$ cat src/spgm_pkg.sv
// Package for the shared-pin GPIO multiplexer: register map and reset values
package spgm_pkg;
  localparam int SPGM_ADDR_W = 12;
  localparam logic [11:0] SPGM_OFS_MUX_A = 12'h000;
  localparam logic [11:0] SPGM_OFS_MUX_B = 12'h004;
  localparam logic [11:0] SPGM_OFS_PORT_A = 12'h008;
  localparam logic [11:0] SPGM_OFS_PORT_B = 12'h00c;
  localparam logic [11:0] SPGM_OFS_PORT_C = 12'h010;
  localparam logic [11:0] SPGM_OFS_PORT_D = 12'h014;
  localparam logic [15:0] SPGM_RST_MUX_A = 16'h0000;
  localparam logic [15:0] SPGM_RST_MUX_B = 16'hfe03;
  localparam logic [15:0] SPGM_RST_PORT = 16'h0000;
  localparam int SPGM_PINS = 8;
  localparam int SPGM_DIR_LSB = 8;
  localparam logic [7:0] SPGM_PORT_D_GPIO = 8'h01;
  localparam int SPGM_PORTS = 4;
  localparam int SPGM_PIN_TOTAL = 32;
  localparam int SPGM_PORT_FIRST = 2;
  localparam logic [31:0] SPGM_GPIO_MASK = {SPGM_PORT_D_GPIO, 24'hff_ffff};
  localparam logic [3:0] SPGM_STRB_ALL = 4'hf;
endpackage : spgm_pkg

$ cat src/spgm_gpio_mux.sv
// Shared-pin GPIO multiplexer with APB register access
`timescale 1ns/10ps
`default_nettype none
// Overview of operation
// - A mux bit of 1 routes the pin to its peripheral, 0 to GPIO.
// - In GPIO mode a direction bit of 0 makes an input, 1 an output driven from data; port D pins 1-7 never drive.
// - Reading data of an input pin in GPIO mode gives the pin level, except port D pins 1-7; writing an output sets its level.
// - Data and direction bits affect the pin only while GPIO is selected.
// - Each port register keeps data in bits 0-7 and direction in bits 8-15.
// - Mux A bits 0-7 serve port A, 8-15 port B; mux B 0-7 port C, 8-15 port D.
// - Mux bits reset to 0 except mux B bits 0, 1 and 9-15, which reset to 1.
// - Pin control sits in 16-bit mux and port data/direction registers, plus a fixed mask that keeps port D pins 1-7 from GPIO drive.
module spgm_gpio_mux
  import spgm_pkg::*;
(
  input wire logic CLOCK_IN,
  input wire logic RSTN_IN,
  input wire logic PSEL_IN,
  input wire logic PENABLE_IN,
  input wire logic PWRITE_IN,
  input wire logic [SPGM_ADDR_W-1:0] PADDR_IN,
  input wire logic [31:0] PWDATA_IN,
  input wire logic [3:0] PSTRB_IN,
  output logic [31:0] PRDATA_OUT,
  output logic PREADY_OUT,
  output logic PSLVERR_OUT,
  input wire logic [31:0] PIN_IN,
  output logic [31:0] PIN_OUT,
  output logic [31:0] PIN_OE_OUT,
  input wire logic [31:0] PERIPH_OUT_IN,
  input wire logic [31:0] PERIPH_OE_IN,
  output logic [31:0] PERIPH_IN_OUT
);

  typedef enum logic [2:0] {
    SPGM_R_MUXA = 3'b000,
    SPGM_R_MUXB = 3'b001,
    SPGM_R_PA = 3'b010,
    SPGM_R_PB = 3'b011,
    SPGM_R_PC = 3'b100,
    SPGM_R_PD = 3'b101,
    SPGM_R_NONE = 3'b111
  } spgm_reg_e;

  logic [15:0] pin_mux_select_a;
  logic [15:0] pin_mux_select_b;
  logic [15:0] port_data_direction [SPGM_PORTS];
  logic [31:0] mux_all;
  logic [31:0] dir_all;
  logic [31:0] dat_all;
  logic [31:0] gpio_ok;
  logic [15:0] wdata;
  logic wr_en;
  spgm_reg_e sel;

  function automatic spgm_reg_e decode(input logic [SPGM_ADDR_W-1:0] a);
    case (a)
      SPGM_OFS_MUX_A: decode = SPGM_R_MUXA;
      SPGM_OFS_MUX_B: decode = SPGM_R_MUXB;
      SPGM_OFS_PORT_A: decode = SPGM_R_PA;
      SPGM_OFS_PORT_B: decode = SPGM_R_PB;
      SPGM_OFS_PORT_C: decode = SPGM_R_PC;
      SPGM_OFS_PORT_D: decode = SPGM_R_PD;
      default: decode = SPGM_R_NONE;
    endcase
  endfunction : decode

  // Byte-lane merge of a 16-bit register
  function automatic logic [15:0] merge(input logic [15:0] old,
      input logic [15:0] nw, input logic [1:0] strb);
    merge = {strb[1] ? nw[15:8] : old[15:8], strb[0] ? nw[7:0] : old[7:0]};
  endfunction : merge

  assign sel = decode(PADDR_IN);
  assign wdata = PWDATA_IN[15:0];
  assign wr_en = PSEL_IN && PENABLE_IN && PWRITE_IN;
  assign PREADY_OUT = 1'b1;
  assign PSLVERR_OUT = PSEL_IN && PENABLE_IN && (sel == SPGM_R_NONE);

  // Mux registers, 16 bits each
  always_ff @(posedge CLOCK_IN or negedge RSTN_IN) begin
    if (!RSTN_IN) begin
      pin_mux_select_a <= SPGM_RST_MUX_A;
      pin_mux_select_b <= SPGM_RST_MUX_B;
    end else if (wr_en) begin
      if (sel == SPGM_R_MUXA) begin
        pin_mux_select_a <= merge(pin_mux_select_a, wdata, PSTRB_IN[1:0]);
      end
      if (sel == SPGM_R_MUXB) begin
        pin_mux_select_b <= merge(pin_mux_select_b, wdata, PSTRB_IN[1:0]);
      end
    end
  end

  // Port data/direction registers; bits change only on bus writes, port_rd supplies input pin levels
  always_ff @(posedge CLOCK_IN or negedge RSTN_IN) begin
    if (!RSTN_IN) begin
      for (int p = 0; p < SPGM_PORTS; p++) begin
        port_data_direction[p] <= SPGM_RST_PORT;
      end
    end else begin
      for (int p = 0; p < SPGM_PORTS; p++) begin
        if (wr_en && sel == spgm_reg_e'(3'(p + SPGM_PORT_FIRST))) begin
          port_data_direction[p] <= merge(port_data_direction[p], wdata,
              PSTRB_IN[1:0]);
        end
      end
    end
  end

  // Flatten fields: pin index = port*8 + bit
  always_comb begin
    mux_all = {pin_mux_select_b, pin_mux_select_a};
    for (int p = 0; p < SPGM_PORTS; p++) begin
      dat_all[p*SPGM_PINS +: SPGM_PINS] =
          port_data_direction[p][0 +: SPGM_PINS];
      dir_all[p*SPGM_PINS +: SPGM_PINS] =
          port_data_direction[p][SPGM_DIR_LSB +: SPGM_PINS];
    end
    gpio_ok = SPGM_GPIO_MASK;
  end

  // Pad drive and peripheral routing
  always_comb begin
    for (int i = 0; i < SPGM_PIN_TOTAL; i++) begin
      if (mux_all[i]) begin
        PIN_OUT[i] = PERIPH_OUT_IN[i];
        PIN_OE_OUT[i] = PERIPH_OE_IN[i];
      end else begin
        PIN_OUT[i] = dat_all[i] && gpio_ok[i];
        PIN_OE_OUT[i] = dir_all[i] && gpio_ok[i];
      end
      PERIPH_IN_OUT[i] = mux_all[i] ? PIN_IN[i] : 1'b0;
    end
  end

  // Read data: input pins in GPIO mode, except port D pins 1-7, show the pin level
  always_ff @(posedge CLOCK_IN or negedge RSTN_IN) begin
    if (!RSTN_IN) begin
      PRDATA_OUT <= 32'h00000000;
    end else if (PSEL_IN && !PENABLE_IN && !PWRITE_IN) begin
      case (sel)
        SPGM_R_MUXA: PRDATA_OUT <= {16'h0000, pin_mux_select_a};
        SPGM_R_MUXB: PRDATA_OUT <= {16'h0000, pin_mux_select_b};
        SPGM_R_PA, SPGM_R_PB, SPGM_R_PC, SPGM_R_PD: begin
          PRDATA_OUT <= {16'h0000,
              port_rd(3'(sel) - 3'(SPGM_PORT_FIRST))};
        end
        default: PRDATA_OUT <= 32'h00000000;
      endcase
    end
  end

  function automatic logic [15:0] port_rd(input logic [2:0] p);
    logic [15:0] r;
    logic [7:0] pin8;
    logic [7:0] gp8;
    logic [7:0] md8;
    r = port_data_direction[p[1:0]];
    pin8 = PIN_IN[p[1:0]*SPGM_PINS +: SPGM_PINS];
    gp8 = gpio_ok[p[1:0]*SPGM_PINS +: SPGM_PINS];
    md8 = mux_all[p[1:0]*SPGM_PINS +: SPGM_PINS];
    for (int b = 0; b < SPGM_PINS; b++) begin
      if (!md8[b] && !r[SPGM_DIR_LSB+b] && gp8[b]) begin
        r[b] = pin8[b];
      end
    end
    port_rd = r;
  endfunction : port_rd
endmodule : spgm_gpio_mux
`default_nettype wire

$ cat config.mk
export PLATFORM = sky130hd
export DESIGN_NAME = spgm_gpio_mux
export DESIGN_NICKNAME = d
export VERILOG_FILES = /design/src/spgm_pkg.sv /design/src/spgm_gpio_mux.sv
export SDC_FILE = /design/constraint.sdc
export NUM_CORES = 1
export LEC_CHECK = 0
export CELL_PAD_IN_SITES_DETAIL_PLACEMENT = 1
export CELL_PAD_IN_SITES_GLOBAL_PLACEMENT = 1
export CORE_MARGIN = 2
export CORE_UTILIZATION = 43
export DETAILED_ROUTE_END_ITERATION = 16
export DONT_BUFFER_PORTS = 1
export PLACE_DENSITY = 0.76
export SLEW_MARGIN = 10
export SYNTH_ARGS = -nofsm -noshare
export SYNTH_HDL_FRONTEND = slang
export SYNTH_SLANG_ARGS = --single-unit
$ cat constraint.sdc
create_clock -name CLOCK_IN -period 4.2 [get_ports CLOCK_IN]
set_clock_uncertainty 0.05 [all_clocks]
set_input_delay 1.05 -clock CLOCK_IN [delete_from_list [all_inputs] [get_ports CLOCK_IN]]
set_output_delay 1.05 -clock CLOCK_IN [all_outputs]
set_load 0.1 [all_outputs]
Word-level counts from Yosys, hierarchy flattened

Index checks and enable logic that the tools add are counted.

Output and inout port bits: 130
Latch bits: 0
Bits in registers: 128
Memories: 0
Bits in read-only memories: 0
Bits in writable memories: 0

Multiply operators: 0
$add $sub $neg: 1
Reductions and logical operators: 58
Shift operators: 3
Equality and inequality tests: 11
Divide/modulo/power cells: 0
Order comparisons: 1
Multiplexer cells: 109
Bitwise operators: 1

Operators with widths:

| cell                                                                         | number |
|---|---|
| 1-bit two-way mux                                                            | 104 |
| 32-bit by 6-bit indexed part select with 8-bit output                        | 2 |
| 16-bit case mux with 3 select lines                                          | 1 |
| 16-bit binary-select mux with 2-bit select                                   | 1 |
| 16-bit two-way mux                                                           | 2 |
| 32-bit by 6-bit indexed part select with 8-bit output (first input constant) | 1 |
| 1-bit logical AND                                                            | 25 |
| 12-bit by 4-bit == test with 1-bit output (second input constant)            | 2 |
| 12-bit by 5-bit == test with 1-bit output (second input constant)            | 2 |
| 1-bit logical NOT                                                            | 18 |
| 3-bit case mux with 6 select lines                                           | 1 |
| 2-bit AND reduction                                                          | 8 |
| 12-bit by 3-bit == test with 1-bit output (second input constant)            | 1 |
| 12-bit logical NOT                                                           | 1 |
| 3-bit AND reduction                                                          | 4 |
| 3-bit == test (second input constant)                                        | 3 |
| 3-bit by 2-bit == test with 1-bit output (second input constant)             | 2 |
| 4-bit OR reduction                                                           | 1 |
| 3-bit by 1-bit == test with 1-bit output (second input constant)             | 1 |
| 3-bit >= comparator (second input constant)                                  | 1 |
| 3-bit logical NOT                                                            | 1 |
| 2-bit inverter with 3-bit output                                             | 1 |
| 2-bit subtractor (second input constant)                                     | 1 |

Depth between registers and ports, before layout

Depth in word-level cells: 12
Depth in mapped cells: 14
Mapped depth without buffers: 11

Worst setup path after synthesis

OpenSTA, ideal clock, no wires.

Path kind: input-to-output
Start: input port PADDR_IN[4]
End: output port PSLVERR_OUT
Setup slack: -0.852 ns
Cell stages on the path: 10
Data arrival time: 3.952 ns
Required time: 3.100 ns
Cell sequence: buf_2 buf_1 clkbuf_1 nand2_1 ha_1 clkbuf_1 buf_1 buf_2 nand3_1 nor2_1

Word-level cells in the longest chain between the ends: 4
Elaborated cells on any way between the ends: 9
Classes of those cells: eq/ne: 6; mux: 1; reduce/logical: 2

Ends and longest elaborated chain:

| item                                                                    | RTL line            | text |
|---|---|---|
| start: declaration                                                      | spgm_gpio_mux.sv:21 | `input wire logic [SPGM_ADDR_W-1:0] PADDR_IN,` |
| 12-bit by 5-bit == test with 1-bit output, or another cell as far along | spgm_gpio_mux.sv:57 | `case (a)` |
| 3-bit case mux with 6 select lines *                                    | spgm_gpio_mux.sv:57 |  |
| 3-bit == test *                                                         | spgm_gpio_mux.sv:78 | `assign PSLVERR_OUT = PSEL_IN && PENABLE_IN && (sel == SPGM_R_NONE);` |
| 1-bit logical AND *                                                     | spgm_gpio_mux.sv:78 |  |
| end: declaration                                                        | spgm_gpio_mux.sv:26 | `output logic PSLVERR_OUT,` |

Mark *: on every way between the ends. The rest lies on a longest branch, timed or not.

Worst setup path in the final report

Start: input port PADDR_IN[9]
End: output port PSLVERR_OUT

The elaborated chain is that of the path after synthesis.

==> metrics <==
worst-path fanout max=14; postcts setup bufs=0; I/O Buffers=0; first-pass GRT wire length=35400 um; Worst-path clk slew=70 ps; detailed-route DRC error count=0; routability cong.=0.860; Max Cap Viol=0; final hold viol count=0; #FFs+latches synth=112; die width=130 um; Initial Util=0.443; critical path class=input pin to output port; die extent in y=130 um; Remaining Overflow, GRT=0; Avg WL per Cell=28.1 um; DR pass1 iterations=4; Avg Inst Size Synth=10.6 um^2; Post-CTS Resized=0; TritonCTS clock tree=done; initial DRC count=258; worst-margin pin slew=1100 ps; estimated wirelength of the detail-placed design=17900 um; sequential share of the synthesized area=0.415; CTS buffer count=9; dominant cell type by area after synthesis=dfrtp_1; P_int=1.60 mW; Total GRT Usage=0.288; io pins=279; Sw Share=0.240; status=completed; CTS Hold Buffers Added=0; Final #Nets=797; Root Driver=clkbuf_16; worst hold-check path type=input pin to asynchronous set/reset pin; share of cells above drive strength 1=0.319; Setup TNS=0 ps; top cells by area, synth=dfrtp_1 (38%), mux2_2 (22%), and2_1 (4.2%); drt via density=6.44; Final Max Tran Viols=0; row cnt=45; H-tree levels=3; CP Capture Type=output port; Skew-Pair Late Insertion Delay=360 ps; Syn-to-layout area delta=9.53%; initial antenna violation count=0; Tmin final=3910 ps; Fill cells=1665; Critical Path AT=2810 ps; Max Fclk=0.256 GHz; Routed Antenna Nets=0; count leader, synth=mux2_2; Critical Path RT=3100 ps; full die area=16800 um^2; routed vias=5559; Leak Pwr=3.32 nW; RSZ-0062 raised after global routing=false; peak supply drop=0.221 mV; Post-Synthesis Cells=641; # diodes=0; vias in the first global route=5932; PD cells=282 nW/um^2; Syn Std Cell Area=6790 um^2; # setup viols final=0; Core ar.=15300 um^2; Worst Setup Start Kind=input pin; Main synth FF type=dfrtp_1; Synth cell types=47; pin count of the biggest net entering global routing=113; synth cell count leaders=mux2_2 (135), dfrtp_1 (103), o21ai_0 (48); Ys Warns=0; P_sw=504 uW; clock share of power=0.417; Slew HR=0.268; number of flops mapped to enable cells by yosys=0; Yosys top cell area share=0.380; maximum clock path buffer count=2; Overall Power=2.10 mW; clk sinks=112; sequential power share=0.522; final cycle utilization of the critical path=0.931; share of total power in combinational logic=0.062; async set-reset flop share out of synthesis=1.00; final WL=24300 um
flip-flops by register name, indices dropped and copies added, names as in the netlist:
register and count:
pin_mux_select_b 16, dir_all 32, pin_mux_select_a 16, PRDATA_OUT 16, dat_all 32
metrics by stage:
stage               hold WS (ps)  cell area (um^2)  utilization  setup WS (ps)  std cells
floorplan                    429              6880            -           10.7        656
global placement             436              7130        0.466            272        847
detailed placement           446              7130        0.466            159        847
CTS                          321              7430        0.485            304        863
global route                 314              7430        0.485            225        863
finish                       331              7430        0.485            289        863
cell families after synthesis:
logic type,after synthesis,synth area share
DFF,112,0.415
other,2,0.00111
and+or+nand+nor,172,0.144
buffers and inverters,64,0.0478
muxes,144,0.238
adders and majority gates,1,0.00184
AOI/OAI and AO/OA,146,0.153
power groups by stage:
stage                     clock network, mW  logic, mW  registers (mW)
after global routing                  0.932      0.134            1.10
after detailed placement                  0      0.128            1.12
after global placement                    0      0.127            1.12
after floorplan                           0      0.130            1.11
final                                 0.875      0.129            1.10
after CTS                             0.893      0.128            1.10
layout make-up:
| type | count | area (um^2) | area share |
|---|---|---|---|
| multi-input cells | 480 | 3780 | 0.509 |
| flip-flops and latches | 112 | 2810 | 0.379 |
| well taps | 211 | 264 | 0.0355 |
| clock buffers | 13 | 260 | 0.0350 |
| repair buffers | 25 | 200 | 0.0269 |
| inverters | 19 | 71.3 | 0.00959 |
| clock inverters | 3 | 40.0 | 0.00539 |
worst max-delay path: stages:
cell and delay (ps):
or4_4 560, nor3_4 230, nand2_1 90, ha_1 420, buf_4 250, nand3_2 70, nor2_4 130
per-layer routing:
layer  up-vias  GRT usage  share of wire
met1      2844      0.331           0.37
met4         0      0.115          0.034
met2       298      0.506           0.51
met3        52     0.0789          0.085
met5         -          0              0
li1       2365          -              -
cell usage in the layout, fill, tap and decap left out, types with 7 or more instances in the layout:
| master | instances |
|---|---|
| mux2i_1 | 7 |
| o21ai_2 | 9 |
| a221oi_1 | 15 |
| inv_1 | 19 |
| a221o_1 | 11 |
| a22oi_1 | 14 |
| dfrtp_1 | 103 |
| mux2_2 | 135 |
| buf_4 | 24 |
| nor2_1 | 20 |
| a21oi_1 | 16 |
| a41oi_1 | 8 |
| dfstp_2 | 9 |
| conb_1 | 17 |
| nand2_1 | 43 |
| nor3_1 | 15 |
| o21ai_0 | 39 |
| and2_1 | 46 |
| a211o_1 | 16 |
| nor2b_1 | 11 |
| nand4b_1 | 7 |
| clkbuf_16 | 9 |
| a32oi_1 | 9 |
final timing paths:
| kind | slack [ps] | depth (start not counted) | end | startpoint |
|---|---|---|---|---|
| max | 290 | 7 | PSLVERR_OUT | PADDR_IN[9] |
| min in group CLOCK_IN | 460 | 1 | dat_all[22] | dat_all[22] |
| max in group asynchronous | 3510 | 0 | pin_mux_select_b[0] | RSTN_IN |
| max reg2reg | 2310 | 5 | PRDATA_OUT[6] | PRDATA_OUT[6] |
| min | 330 | 0 | dat_all[6] | RSTN_IN |
| min reg2reg | 460 | 1 | dat_all[22] | dat_all[22] |
Note: power is estimated with default switching activity, not from simulation.
